==> config.mk <==
export PLATFORM = sky130hd
export DESIGN_NAME = ccl_top
export DESIGN_NICKNAME = d
export VERILOG_FILES = /design/src/hw/ccl_pkg.sv /design/src/hw/ccl_edge_flags.sv /design/src/hw/ccl_sync2.sv /design/src/hw/ccl_top.sv
export SDC_FILE = /design/constraint.sdc
export NUM_CORES = 1
export LEC_CHECK = 0
export BUFFER_PORTS_ARGS = -buffer_cell sky130_fd_sc_hd__buf_2
export CORE_ASPECT_RATIO = 1.75
export CORE_MARGIN = 4
export CORE_UTILIZATION = 49
export CTS_CLUSTER_DIAMETER = 200
export DETAILED_ROUTE_END_ITERATION = 8
export MAX_ROUTING_LAYER = met4
export PLACE_DENSITY = 0.78
export SYNTH_ARGS = -nofsm -noshare
export SYNTH_HDL_FRONTEND = slang
export SYNTH_SLANG_ARGS = --single-unit
==> constraint.sdc <==
create_clock -name I_CLOCK -period 1.2 [get_ports I_CLOCK]
set_input_delay 0.3 -clock I_CLOCK [delete_from_list [all_inputs] [get_ports I_CLOCK]]
set_output_delay 0.3 -clock I_CLOCK [all_outputs]
set_load 0.01 [all_outputs]
==> src/hw/ccl_pkg.sv <==
// Package for the comparator control logic: register map, field layout, reset values.
// Assumes an 8-bit special function register port driven by the processor core.
package ccl_pkg;

  // ----------------------------------------------------------------
  // Register addresses on the special function register port
  // ----------------------------------------------------------------
  localparam logic [7:0] CTRL_ADDR = 8'h9B;  // comparator_control_reg
  localparam logic [7:0] MODE_ADDR = 8'h9D;  // response_mode_reg
  localparam logic [7:0] MUX_ADDR  = 8'h9F;  // input_mux_reg

  // ----------------------------------------------------------------
  // Reset values
  // ----------------------------------------------------------------
  localparam logic [7:0] CTRL_RESET = 8'h00;
  localparam logic [7:0] MODE_RESET = 8'h02;
  localparam logic [7:0] MUX_RESET  = 8'h77;
  localparam logic [7:0] ZERO_BYTE  = 8'h00;

  // ----------------------------------------------------------------
  // Control register bit positions
  // ----------------------------------------------------------------
  localparam int CTRL_EN_BIT   = 7;
  localparam int CTRL_OUT_BIT  = 6;
  localparam int CTRL_RISE_BIT = 5;
  localparam int CTRL_FALL_BIT = 4;
  localparam int CTRL_HYP_HI   = 3;
  localparam int CTRL_HYP_LO   = 2;
  localparam int CTRL_HYN_HI   = 1;
  localparam int CTRL_HYN_LO   = 0;

  // ----------------------------------------------------------------
  // Mode and mux register bit positions
  // ----------------------------------------------------------------
  localparam int MODE_RIE_BIT = 5;
  localparam int MODE_FIE_BIT = 4;
  localparam int MODE_MD_HI   = 1;
  localparam int MODE_MD_LO   = 0;
  localparam int MUX_NEG_HI   = 7;
  localparam int MUX_NEG_LO   = 4;
  localparam int MUX_POS_HI   = 3;
  localparam int MUX_POS_LO   = 0;

  // Edge flag indices inside the flag pair
  localparam int FLAG_FALL = 0;
  localparam int FLAG_RISE = 1;
  localparam int FLAG_NUM  = 2;

  // Hysteresis selections: none, 5 mV, 10 mV, 20 mV
  typedef enum logic [1:0] {
    HYST_NONE  = 2'h0,
    HYST_5MV   = 2'h1,
    HYST_10MV  = 2'h2,
    HYST_20MV  = 2'h3
  } ccl_hyst_type;

  // Software-writable fields of the control register
  typedef struct packed {
    logic         enable;
    ccl_hyst_type pos_hysteresis_sel;
    ccl_hyst_type neg_hysteresis_sel;
  } ccl_ctrl_type;

  // Mode register fields
  typedef struct packed {
    logic       rise_irq_enable;
    logic       fall_irq_enable;
    logic [1:0] response_mode;
  } ccl_mode_type;

  // Input mux fields
  typedef struct packed {
    logic [3:0] neg_input_select;
    logic [3:0] pos_input_select;
  } ccl_mux_type;

endpackage

==> src/hw/ccl_edge_flags.sv <==
// Pair of sticky edge flags: hardware sets, software writes.
// Assumes set pulses and the write strobe come from the same clock domain.
`timescale 1ns/1ps

module ccl_edge_flags (
  input  wire logic                      i_clock,
  input  wire logic                      i_arst_n,
  input  wire logic [ccl_pkg::FLAG_NUM-1:0] i_set,
  input  wire logic                      i_wr,
  input  wire logic [ccl_pkg::FLAG_NUM-1:0] i_wdata,
  output logic      [ccl_pkg::FLAG_NUM-1:0] o_flag
);

  logic [ccl_pkg::FLAG_NUM-1:0] next_flag;

  // ----------------------------------------------------------------
  // Flag update, one copy per flag
  // ----------------------------------------------------------------
  genvar g;
  generate
    for (g = 0; g < ccl_pkg::FLAG_NUM; g++) begin : g_flag
      always_comb begin
        if (i_set[g]) begin
          next_flag[g] = 1'b1;
        end else if (i_wr) begin
          next_flag[g] = i_wdata[g];
        end else begin
          next_flag[g] = o_flag[g];
        end
      end
    end
  endgenerate

  always_ff @(posedge i_clock or negedge i_arst_n) begin
    if (!i_arst_n) begin
      o_flag <= '0;
    end else begin
      o_flag <= next_flag;
    end
  end

endmodule

==> src/hw/ccl_sync2.sv <==
// Two-stage synchroniser for one level from outside the clock domain.
// Assumes the input may change at any time relative to the clock.
`timescale 1ns/1ps

module ccl_sync2 (
  input  wire logic i_clock,
  input  wire logic i_arst_n,
  input  wire logic i_async,
  output logic      o_sync
);

  logic meta;
  logic next_meta;
  logic next_sync;

  // ----------------------------------------------------------------
  // Stages
  // ----------------------------------------------------------------
  // First stage is read only by the second stage
  always_comb begin
    next_meta = i_async;
    next_sync = meta;
  end

  always_ff @(posedge i_clock or negedge i_arst_n) begin
    if (!i_arst_n) begin
      meta   <= 1'b0;
      o_sync <= 1'b0;
    end else begin
      meta   <= next_meta;
      o_sync <= next_sync;
    end
  end

endmodule

==> src/hw/ccl_top.sv <==
// Comparator control logic: control/status registers, edge flags, outputs.
// Assumes an 8-bit register port from the core and a raw compare level from
// the analogue comparator core, which is asynchronous to I_CLOCK.
`timescale 1ns/1ps

module ccl_top (
  input  wire logic        I_CLOCK,
  input  wire logic        I_ARST_N,
  input  wire logic        I_RAW_COMPARE,
  input  wire logic [7:0]  I_SFR_ADDR,
  input  wire logic        I_SFR_WR,
  input  wire logic [7:0]  I_SFR_WDATA,
  input  wire logic        I_SYS_IRQ_ENABLE,
  input  wire logic        I_RESET_SRC_ENABLE,
  output logic      [7:0]  O_SFR_RDATA,
  output logic             O_RAW_COMPARE_OUT,
  output logic             O_LATCHED_COMPARE_OUT,
  output logic             O_IRQ,
  output logic             O_OSC_WAKE,
  output logic             O_RESET_REQ,
  output logic             O_COMP_ENABLE,
  output logic      [1:0]  O_POS_HYSTERESIS_SEL,
  output logic      [1:0]  O_NEG_HYSTERESIS_SEL,
  output logic      [1:0]  O_RESPONSE_MODE,
  output logic      [3:0]  O_NEG_INPUT_SELECT,
  output logic      [3:0]  O_POS_INPUT_SELECT
);

  // ----------------------------------------------------------------
  // Declarations
  // ----------------------------------------------------------------
  ccl_pkg::ccl_ctrl_type                ctrl;
  ccl_pkg::ccl_ctrl_type                next_ctrl;
  ccl_pkg::ccl_mode_type                mode;
  ccl_pkg::ccl_mode_type                next_mode;
  ccl_pkg::ccl_mux_type                 mux;
  ccl_pkg::ccl_mux_type                 next_mux;
  logic                                 cmp_sync;
  logic                                 cmp_prev;
  logic                                 next_cmp_prev;
  logic                                 armed;
  logic                                 next_armed;
  logic [ccl_pkg::FLAG_NUM-1:0]         edge_set;
  logic [ccl_pkg::FLAG_NUM-1:0]         flag;
  logic [ccl_pkg::FLAG_NUM-1:0]         flag_wdata;
  logic                                 wr_ctrl;
  logic                                 wr_mode;
  logic                                 wr_mux;
  logic                                 result;
  logic [7:0]                           ctrl_rd;
  logic [7:0]                           next_rdata;
  logic                                 next_latched;
  logic                                 next_irq;
  logic                                 next_wake;
  logic                                 next_reset_req;

  // ----------------------------------------------------------------
  // Raw compare path
  // ----------------------------------------------------------------
  // Unclocked raw output
  // Deliberately combinational so it survives a stopped clock; the only gate
  // is the enable, which holds its value while the clock is stopped.
  // Low when disabled
  assign O_RAW_COMPARE_OUT = ctrl.enable & I_RAW_COMPARE;

  ccl_sync2 u_sync (
    .i_clock  (I_CLOCK),
    .i_arst_n (I_ARST_N),
    .i_async  (I_RAW_COMPARE),
    .o_sync   (cmp_sync)
  );

  // ----------------------------------------------------------------
  // Edge detection
  // ----------------------------------------------------------------
  // Compare successive samples
  // Detection waits one cycle after enable, but the synchroniser takes two, so the first sample after power-up
  // is compared with the level from before enable and can set a flag; analogue settling glitches remain possible.
  always_comb begin
    next_cmp_prev = cmp_sync;
    next_armed    = ctrl.enable;
  end

  always_ff @(posedge I_CLOCK or negedge I_ARST_N) begin
    if (!I_ARST_N) begin
      cmp_prev <= 1'b0;
      armed    <= 1'b0;
    end else begin
      cmp_prev <= next_cmp_prev;
      armed    <= next_armed;
    end
  end

  assign edge_set[ccl_pkg::FLAG_FALL] = armed & ctrl.enable & cmp_prev & ~cmp_sync;
  assign edge_set[ccl_pkg::FLAG_RISE] = armed & ctrl.enable & ~cmp_prev & cmp_sync;

  assign flag_wdata[ccl_pkg::FLAG_FALL] = I_SFR_WDATA[ccl_pkg::CTRL_FALL_BIT];
  assign flag_wdata[ccl_pkg::FLAG_RISE] = I_SFR_WDATA[ccl_pkg::CTRL_RISE_BIT];

  ccl_edge_flags u_flags (
    .i_clock  (I_CLOCK),
    .i_arst_n (I_ARST_N),
    .i_set    (edge_set),
    .i_wr     (wr_ctrl),
    .i_wdata  (flag_wdata),
    .o_flag   (flag)
  );

  // ----------------------------------------------------------------
  // Register writes
  // ----------------------------------------------------------------
  assign wr_ctrl = I_SFR_WR & (I_SFR_ADDR == ccl_pkg::CTRL_ADDR);
  assign wr_mode = I_SFR_WR & (I_SFR_ADDR == ccl_pkg::MODE_ADDR);
  assign wr_mux  = I_SFR_WR & (I_SFR_ADDR == ccl_pkg::MUX_ADDR);

  // Result bit is not writable; flags are handled in the flag module
  always_comb begin
    next_ctrl = ctrl;
    next_mode = mode;
    next_mux  = mux;
    if (wr_ctrl) begin
      next_ctrl.enable = I_SFR_WDATA[ccl_pkg::CTRL_EN_BIT];
      next_ctrl.pos_hysteresis_sel = ccl_pkg::ccl_hyst_type'(
        I_SFR_WDATA[ccl_pkg::CTRL_HYP_HI:ccl_pkg::CTRL_HYP_LO]);
      next_ctrl.neg_hysteresis_sel = ccl_pkg::ccl_hyst_type'(
        I_SFR_WDATA[ccl_pkg::CTRL_HYN_HI:ccl_pkg::CTRL_HYN_LO]);
    end
    if (wr_mode) begin
      next_mode.rise_irq_enable = I_SFR_WDATA[ccl_pkg::MODE_RIE_BIT];
      next_mode.fall_irq_enable = I_SFR_WDATA[ccl_pkg::MODE_FIE_BIT];
      next_mode.response_mode   = I_SFR_WDATA[ccl_pkg::MODE_MD_HI:ccl_pkg::MODE_MD_LO];
    end
    if (wr_mux) begin
      next_mux.neg_input_select = I_SFR_WDATA[ccl_pkg::MUX_NEG_HI:ccl_pkg::MUX_NEG_LO];
      next_mux.pos_input_select = I_SFR_WDATA[ccl_pkg::MUX_POS_HI:ccl_pkg::MUX_POS_LO];
    end
  end

  always_ff @(posedge I_CLOCK or negedge I_ARST_N) begin
    if (!I_ARST_N) begin
      // Fields picked out of the register reset byte by position, not by width
      ctrl <= ccl_pkg::ccl_ctrl_type'({
        ccl_pkg::CTRL_RESET[ccl_pkg::CTRL_EN_BIT],
        ccl_pkg::CTRL_RESET[ccl_pkg::CTRL_HYP_HI:ccl_pkg::CTRL_HYN_LO]});
      mode <= ccl_pkg::ccl_mode_type'({
        ccl_pkg::MODE_RESET[ccl_pkg::MODE_RIE_BIT],
        ccl_pkg::MODE_RESET[ccl_pkg::MODE_FIE_BIT],
        ccl_pkg::MODE_RESET[ccl_pkg::MODE_MD_HI:ccl_pkg::MODE_MD_LO]});
      mux  <= ccl_pkg::ccl_mux_type'(ccl_pkg::MUX_RESET);
    end else begin
      ctrl <= next_ctrl;
      mode <= next_mode;
      mux  <= next_mux;
    end
  end

  // ----------------------------------------------------------------
  // Register reads and outputs
  // ----------------------------------------------------------------
  // One means positive above negative
  // A disabled comparator reports zero, matching its pin outputs.
  assign result = ctrl.enable & cmp_sync;

  always_comb begin
    ctrl_rd                          = ccl_pkg::ZERO_BYTE;
    ctrl_rd[ccl_pkg::CTRL_EN_BIT]    = ctrl.enable;
    ctrl_rd[ccl_pkg::CTRL_OUT_BIT]   = result;
    ctrl_rd[ccl_pkg::CTRL_RISE_BIT]  = flag[ccl_pkg::FLAG_RISE];
    ctrl_rd[ccl_pkg::CTRL_FALL_BIT]  = flag[ccl_pkg::FLAG_FALL];
    ctrl_rd[ccl_pkg::CTRL_HYP_HI:ccl_pkg::CTRL_HYP_LO] = ctrl.pos_hysteresis_sel;
    ctrl_rd[ccl_pkg::CTRL_HYN_HI:ccl_pkg::CTRL_HYN_LO] = ctrl.neg_hysteresis_sel;
  end

  // Read data follows the address with one cycle of latency
  always_comb begin
    next_rdata = ccl_pkg::ZERO_BYTE;
    case (I_SFR_ADDR)
      ccl_pkg::CTRL_ADDR: begin
        next_rdata = ctrl_rd;
      end
      ccl_pkg::MODE_ADDR: begin
        next_rdata[ccl_pkg::MODE_RIE_BIT] = mode.rise_irq_enable;
        next_rdata[ccl_pkg::MODE_FIE_BIT] = mode.fall_irq_enable;
        next_rdata[ccl_pkg::MODE_MD_HI:ccl_pkg::MODE_MD_LO] = mode.response_mode;
      end
      ccl_pkg::MUX_ADDR: begin
        next_rdata = mux;
      end
      default: begin
        next_rdata = ccl_pkg::ZERO_BYTE;
      end
    endcase
  end

  // Derived status outputs
  always_comb begin
    next_latched   = result;
    next_irq       = I_SYS_IRQ_ENABLE &
                     ((mode.rise_irq_enable & flag[ccl_pkg::FLAG_RISE]) |
                      (mode.fall_irq_enable & flag[ccl_pkg::FLAG_FALL]));
    next_wake      = ctrl.enable & ~cmp_sync;
    next_reset_req = I_RESET_SRC_ENABLE & ctrl.enable & ~cmp_sync;
  end

  always_ff @(posedge I_CLOCK or negedge I_ARST_N) begin
    if (!I_ARST_N) begin
      O_SFR_RDATA           <= ccl_pkg::ZERO_BYTE;
      O_LATCHED_COMPARE_OUT <= 1'b0;
      O_IRQ                 <= 1'b0;
      O_OSC_WAKE            <= 1'b0;
      O_RESET_REQ           <= 1'b0;
      O_COMP_ENABLE         <= 1'b0;
      O_POS_HYSTERESIS_SEL  <= ccl_pkg::HYST_NONE;
      O_NEG_HYSTERESIS_SEL  <= ccl_pkg::HYST_NONE;
      O_RESPONSE_MODE       <= 2'(ccl_pkg::MODE_RESET);
      O_NEG_INPUT_SELECT    <= ccl_pkg::MUX_RESET[ccl_pkg::MUX_NEG_HI:ccl_pkg::MUX_NEG_LO];
      O_POS_INPUT_SELECT    <= ccl_pkg::MUX_RESET[ccl_pkg::MUX_POS_HI:ccl_pkg::MUX_POS_LO];
    end else begin
      O_SFR_RDATA           <= next_rdata;
      O_LATCHED_COMPARE_OUT <= next_latched;
      O_IRQ                 <= next_irq;
      O_OSC_WAKE            <= next_wake;
      O_RESET_REQ           <= next_reset_req;
      O_COMP_ENABLE         <= next_ctrl.enable;
      O_POS_HYSTERESIS_SEL  <= next_ctrl.pos_hysteresis_sel;
      O_NEG_HYSTERESIS_SEL  <= next_ctrl.neg_hysteresis_sel;
      O_RESPONSE_MODE       <= next_mode.response_mode;
      O_NEG_INPUT_SELECT    <= next_mux.neg_input_select;
      O_POS_INPUT_SELECT    <= next_mux.pos_input_select;
    end
  end

  // ----------------------------------------------------------------
  // Checks
  // ----------------------------------------------------------------
  // Falling edge check
  chk_fall_flag_set: assert property (@(posedge I_CLOCK) disable iff (!I_ARST_N)
    (armed && ctrl.enable && cmp_prev && !cmp_sync) |=> flag[ccl_pkg::FLAG_FALL])
    else $error("fall flag not set after falling edge");

  chk_rise_flag_set: assert property (@(posedge I_CLOCK) disable iff (!I_ARST_N)
    (armed && ctrl.enable && !cmp_prev && cmp_sync) |=> flag[ccl_pkg::FLAG_RISE])
    else $error("rise flag not set after rising edge");

  chk_flag_sticky: assert property (@(posedge I_CLOCK) disable iff (!I_ARST_N)
    (flag[ccl_pkg::FLAG_RISE] && !wr_ctrl) |=> flag[ccl_pkg::FLAG_RISE])
    else $error("rise flag dropped without a write");

  chk_flag_clear: assert property (@(posedge I_CLOCK) disable iff (!I_ARST_N)
    (wr_ctrl && !I_SFR_WDATA[ccl_pkg::CTRL_FALL_BIT] && !edge_set[ccl_pkg::FLAG_FALL])
    |=> !flag[ccl_pkg::FLAG_FALL])
    else $error("fall flag not cleared by zero write");

  chk_result_read: assert property (@(posedge I_CLOCK) disable iff (!I_ARST_N)
    (I_SFR_ADDR == ccl_pkg::CTRL_ADDR) |=>
    (O_SFR_RDATA[ccl_pkg::CTRL_OUT_BIT] == $past(ctrl.enable && cmp_sync)))
    else $error("result bit readback mismatch");

  chk_disabled_low: assert property (@(posedge I_CLOCK) disable iff (!I_ARST_N)
    !ctrl.enable |=> !O_LATCHED_COMPARE_OUT)
    else $error("latched output high while disabled");

  chk_osc_wake: assert property (@(posedge I_CLOCK) disable iff (!I_ARST_N)
    (ctrl.enable && !cmp_sync) |=> O_OSC_WAKE)
    else $error("oscillator wake missing");

  chk_irq_gate: assert property (@(posedge I_CLOCK) disable iff (!I_ARST_N)
    O_IRQ |-> $past(I_SYS_IRQ_ENABLE) &&
    ($past(mode.rise_irq_enable && flag[ccl_pkg::FLAG_RISE]) ||
     $past(mode.fall_irq_enable && flag[ccl_pkg::FLAG_FALL])))
    else $error("interrupt without enabled flag");

  chk_sync_delay: assert property (@(posedge I_CLOCK) disable iff (!I_ARST_N)
    (ctrl.enable && I_RAW_COMPARE) [*3] |-> ##1 O_LATCHED_COMPARE_OUT)
    else $error("latched output not high after sync delay");

  chk_enable_write: assert property (@(posedge I_CLOCK) disable iff (!I_ARST_N)
    wr_ctrl |=> (O_COMP_ENABLE == $past(I_SFR_WDATA[ccl_pkg::CTRL_EN_BIT])))
    else $error("enable bit write not reflected");

endmodule
======== After elaboration in Yosys (flattened, before gate mapping) ========
Cells that the tools add are included.
word-level totals
  bits in registers ....................... 35
  input bits .............................. 22
  output and inout bits ................... 28
operators by class
  equal/unequal tests ..................... 3
  muxes and demuxes ....................... 8
  bitwise gates (word level) .............. 19
  reductions and logical operators ........ 2
operators by type and width
  kind                                         count
  8-bit equality test (second input constant)  3
  1-bit AND                                    16
  2-bit one-hot mux with 3 select lines        2
  2-bit one-hot mux with 2 select lines        2
  1-bit 2-to-1 mux                             4
  2-bit nonzero test                           2
  1-bit inverter                               2
  1-bit bitwise OR                             1

======== Logic depth before layout (Yosys ltp) ========
  depth after elaboration ................. 4
  mapped depth ............................ 4
  depth with buffers taken out ............ 3

======== Modules after synthesis ========
From an unflattened synthesis, not the netlist that was laid out.
second synthesis, totals
  cells, all modules ...................... 100
  area, all modules ....................... 1,468.9 um2
by module, submodules not included
  module          times used  cells each  area an instance (um2)
  ccl_top         1           92          1,337.5
  ccl_edge_flags  1           6           81.3
  ccl_sync2       1           2           50.0

======== Worst setup path after synthesis ========
No wires, ideal clock.
  path type ............................... input to register
  start point ............................. input I_SFR_ADDR[6]
  end point ............................... register O_COMP_ENABLE
  arrival ................................. 1.387 ns
  required time ........................... 1.075 ns
  slack ................................... -0.312 ns
  stages .................................. 3
  cell sequence ........................... nand4bb_4 -> nor4_4 -> mux2_2
between the ends
  cells in the longest elaborated chain, start to end .. 2
ends and longest elaborated chain
  what                  line            text
  from (decl)           ccl_top.sv:10   input wire logic [7:0] I_SFR_ADDR,
  8-bit equality test   ccl_top.sv:112  assign wr_ctrl = I_SFR_WR & (I_SFR_ADDR == ccl_pkg::CTRL_ADDR);
  1-bit AND             ccl_top.sv:112
  to (signal assigned)  ccl_top.sv:224  O_COMP_ENABLE <= next_ctrl.enable;
  to (decl)             ccl_top.sv:21   output logic O_COMP_ENABLE,
No other way between the ends.
A chain may end at the register's enable or synchronous reset.

==> out/metrics.csv <==
stage,metric,value,unit
timing,finClkSkew,6.63,ps
detailed_routing,drtIter0Drc,13,
synthesis,synth_cells,101,
power,ir_drop,978,uV
critical_path,cp.required,900,ps
clock_tree,cts.sink_count,35,
power,power.density,1140,nW/um2
global_route,antenna_found_initial,0,
synthesis,netlist_area,1470,um2
global_route,met3_usage,0.0575,
run,max-cap-violations,0,
clock_tree,clk_path_buf_depth,2,
clock_tree,root_buffer,clkbuf_8,
placed_design,dp_hpwl,2500,um
min_path,min_path_type,in -> reg,
clock_tree,insertion_delay,290,ps
synthesis,synth_seq_cells,35,
global_route,gr-total-overflow,0,
critical_path,start_kind,flip-flop,
critical_path,slowest_stage,dfrtp_2,
cells_and_area,final_net_count,199,
synthesis,synthTopCellsByArea,"dfrtp_1 48%, mux2_2 16%, dfstp_2 12%, mux2i_1 3.4%, nor4_4 2.9%",
clock_tree,ctsHtreeMaxLevel,2,
floorplan,die_h,80.5,um
timing,report.final.slew_viol_count,0,
synthesis,synth_top_cell_by_area,dfrtp_1,
timing,rsz0062_at_grt,yes,
critical_path,end_kind,output pin,
detailed_routing,drc_errors,0,
detailed_routing,wl_per_cell,17.1,um
critical_path,critPathBufInv,1,
synthesis,yosysSeqAreaShare,0.601,
synthesis,synth_top_family_by_area,multiplexers,
synthesis,synth_top_area_frac,0.476,
power,finalPower,2.49,mW
detailed_routing,dr.pass1.iters,4,
synthesis,synth_compound_area_frac,0.0357,
placed_design,place.gp.congestion,0.878,
timing,max_freq,0.797,GHz
power,pwr-share-clk,0.371,
placed_design,dpl_cell_area,1870,um2
global_route,grt_max_degree,36,
timing,relSlewSlack,0.829,
cells_and_area,diodes,0,
critical_path,critPathTopFamily,flip-flops,
clock_tree,cts_tree,done,
cells_and_area,postLayoutCellArea,2170,um2
global_route,grt_pass1_wl,5730,um
synthesis,synthTopCellsByCount,"28 x dfrtp_1, 21 x mux2_2, 8 x nor2_1",
synthesis,synth-main-ff-cell,dfrtp_1,
detailed_routing,vias,1115,
synthesis,synth-simple-area-share,0.153,
run_status,status,finished with violations,
timing,hold_violations,0,
power,power_switching,0.563,mW
placed_design,port_buffers,49,
power,leakage,1.10,nW
cells_and_area,areaGrowthSynthToFinish,47.4,%
detailed_routing,ant_nets,0,
timing,tightest_slew,256,ps
global_route,grt_busiest_layer,met2,
critical_path,cp_max_fo,3,
timing,layout_setup_ws,-54.3,ps
synthesis,syn_nets,123,
synthesis,synth_xor_area_frac,0,
critical_path,crit_chain,"and2_4, buf_6",
detailed_routing,viasPerCell,5.41,
floorplan,num_rows,26,
synthesis,synth.distinct_cells,23,
floorplan,die-area,3980,um2
synthesis,synth-edff-count,0,
run_status,violations,setup timing,
timing,finalCritPeriodShare,1.05,
power,power_frac_seq,0.508,
synthesis,synth.avg_cell_area,14.6,um2
placed_design,dp_slack,-410,ps
synthesis,synthAdderAreaFrac,0,
synthesis,synthMuxAreaShare,0.195,
synthesis,synth.most_common_cell,dfrtp_1,
critical_path,cpPeakStageDelay,420,ps
critical_path,path_class,reg -> out,
detailed_routing,finalWirelength,3530,um
floorplan,ios,50,
power,power_frac_comb,0.121,
power,sw_frac_of_total,0.227,
clock_tree,cts_buffers,5,
cells_and_area,drive_gt1_frac,0.663,
global_route,grt_pass1_vias,1274,
floorplan,start_util,0.509,
critical_path,worst-endpoint-arrival,950,ps
power,intPower,1.92,mW
global_route,grt_usage,0.205,
floorplan,core_area,2900,um2
floorplan,die_x,49.4,um
placed_design,dp_cells,188,
timing,period_needed,1250,ps
timing,setup_viol,12,
global_route,grtUsageMet2,0.364,
synthesis,ys_async_sr_fraction,1.00,
cells_and_area,layout.cells.non_filler,206,
synthesis,yosys_warnings,0,
clock_tree,path_clk_slew,60,ps
global_route,grtUsageMet1,0.192,
[cells in the final DEF (no fill, tap or decap), types with 5 or more instances in the layout]
cell type / synthesis / routed
buf_2: 1 / 39
mux2_4: 0 / 17
mux2i_1: 5 / 5
clkbuf_8: 0 / 7
dfstp_2: 7 / 7
buf_4: 2 / 17
nor2_1: 8 / 8
buf_6: 0 / 14
dfrtp_1: 28 / 27
[power groups by stage]
stage / combinational, mW / clock, mW / sequential, mW
final: 0.302 / 0.922 / 1.26
after global routing: 0.326 / 1.00 / 1.27
after CTS: 0.295 / 0.950 / 1.26
after detailed placement: 0.244 / 0 / 1.28
after global placement: 0.236 / 0 / 1.28
after floorplan: 0.0997 / 0 / 1.29
[cell families after synthesis]
| kind of cell | Yosys count |
|---|---|
| flops | 35 |
| simple gates | 28 |
| mux | 26 |
| compound gates | 8 |
| buf+inv | 4 |
[repair_timing]
action	in CTS	in global routing
setup buffers	7	2
setup endpoints to repair	28	26
hold endpoints to repair	28	0
resized for setup	21	6
hold buffers	1	0
pin swaps	4	3
[final timing paths]
kind	endpoint	cells after the start	slack [ps]	from
max in group asynchronous	O_POS_INPUT_SELECT[0]	3	460	I_ARST_N
max reg2reg	O_SFR_RDATA[4]	4	90	O_NEG_INPUT_SELECT[0]
max	O_RAW_COMPARE_OUT	2	-50	O_COMP_ENABLE
min reg2reg	u_sync.o_sync	0	360	u_sync.meta
min in group asynchronous	O_OSC_WAKE	3	500	I_ARST_N
min	u_sync.meta	1	130	I_RAW_COMPARE
[flip-flops by register name (all words and copies together), names as in the netlist]
| signal | count |
|---|---|
| u_sync.meta | 1 |
| O_POS_INPUT_SELECT | 4 |
| O_RESPONSE_MODE | 2 |
| u_sync.o_sync | 1 |
| O_COMP_ENABLE | 1 |
| O_IRQ | 1 |
| u_flags.o_flag | 2 |
| O_OSC_WAKE | 1 |
| O_SFR_RDATA | 8 |
| O_RESET_REQ | 1 |
| mode | 2 |
| O_POS_HYSTERESIS_SEL | 2 |
| cmp_prev | 1 |
| armed | 1 |
| O_NEG_HYSTERESIS_SEL | 2 |
| O_LATCHED_COMPARE_OUT | 1 |
| O_NEG_INPUT_SELECT | 4 |
[worst reg2reg max path, cell delays in order, from the launching register on]
cell	delay [ps]
dfstp_2	370
buf_4	130
mux2_2	260
a22oi_1	180
nor2_1	60
[routing by layer]
layer / vias up / wire length (um) / part of all wire
met5: - / 0 / 0
met4: 0 / 115 / 0.033
met3: 12 / 214 / 0.061
met2: 42 / 2000 / 0.57
met1: 555 / 1200 / 0.34
li1: 506 / - / -
[area by class of cell]
class	count	area (um2)
Clock buffer	8	100
Fill cell	188	724
Inverter	1	3.75
Multi-Input combinational cell	62	636
Sequential cell	35	886
Tap cell	28	35.0
Timing Repair Buffer	72	510
[stage by stage]
| stage | hold slack, ps | TNS (ps) | utilization |
|---|---|---|---|
| 2_1_floorplan | 4.41 | -4670 | - |
| 3_3_place_gp | 268 | -6950 | 0.647 |
| 3_5_place_dp | 271 | -7710 | 0.647 |
| 4_1_cts | 118 | -645 | 0.736 |
| 5_1_grt | 120 | -863 | 0.750 |
| 6_report | 130 | -273 | 0.750 |
No activity file was read; power rests on OpenSTA's default activity.
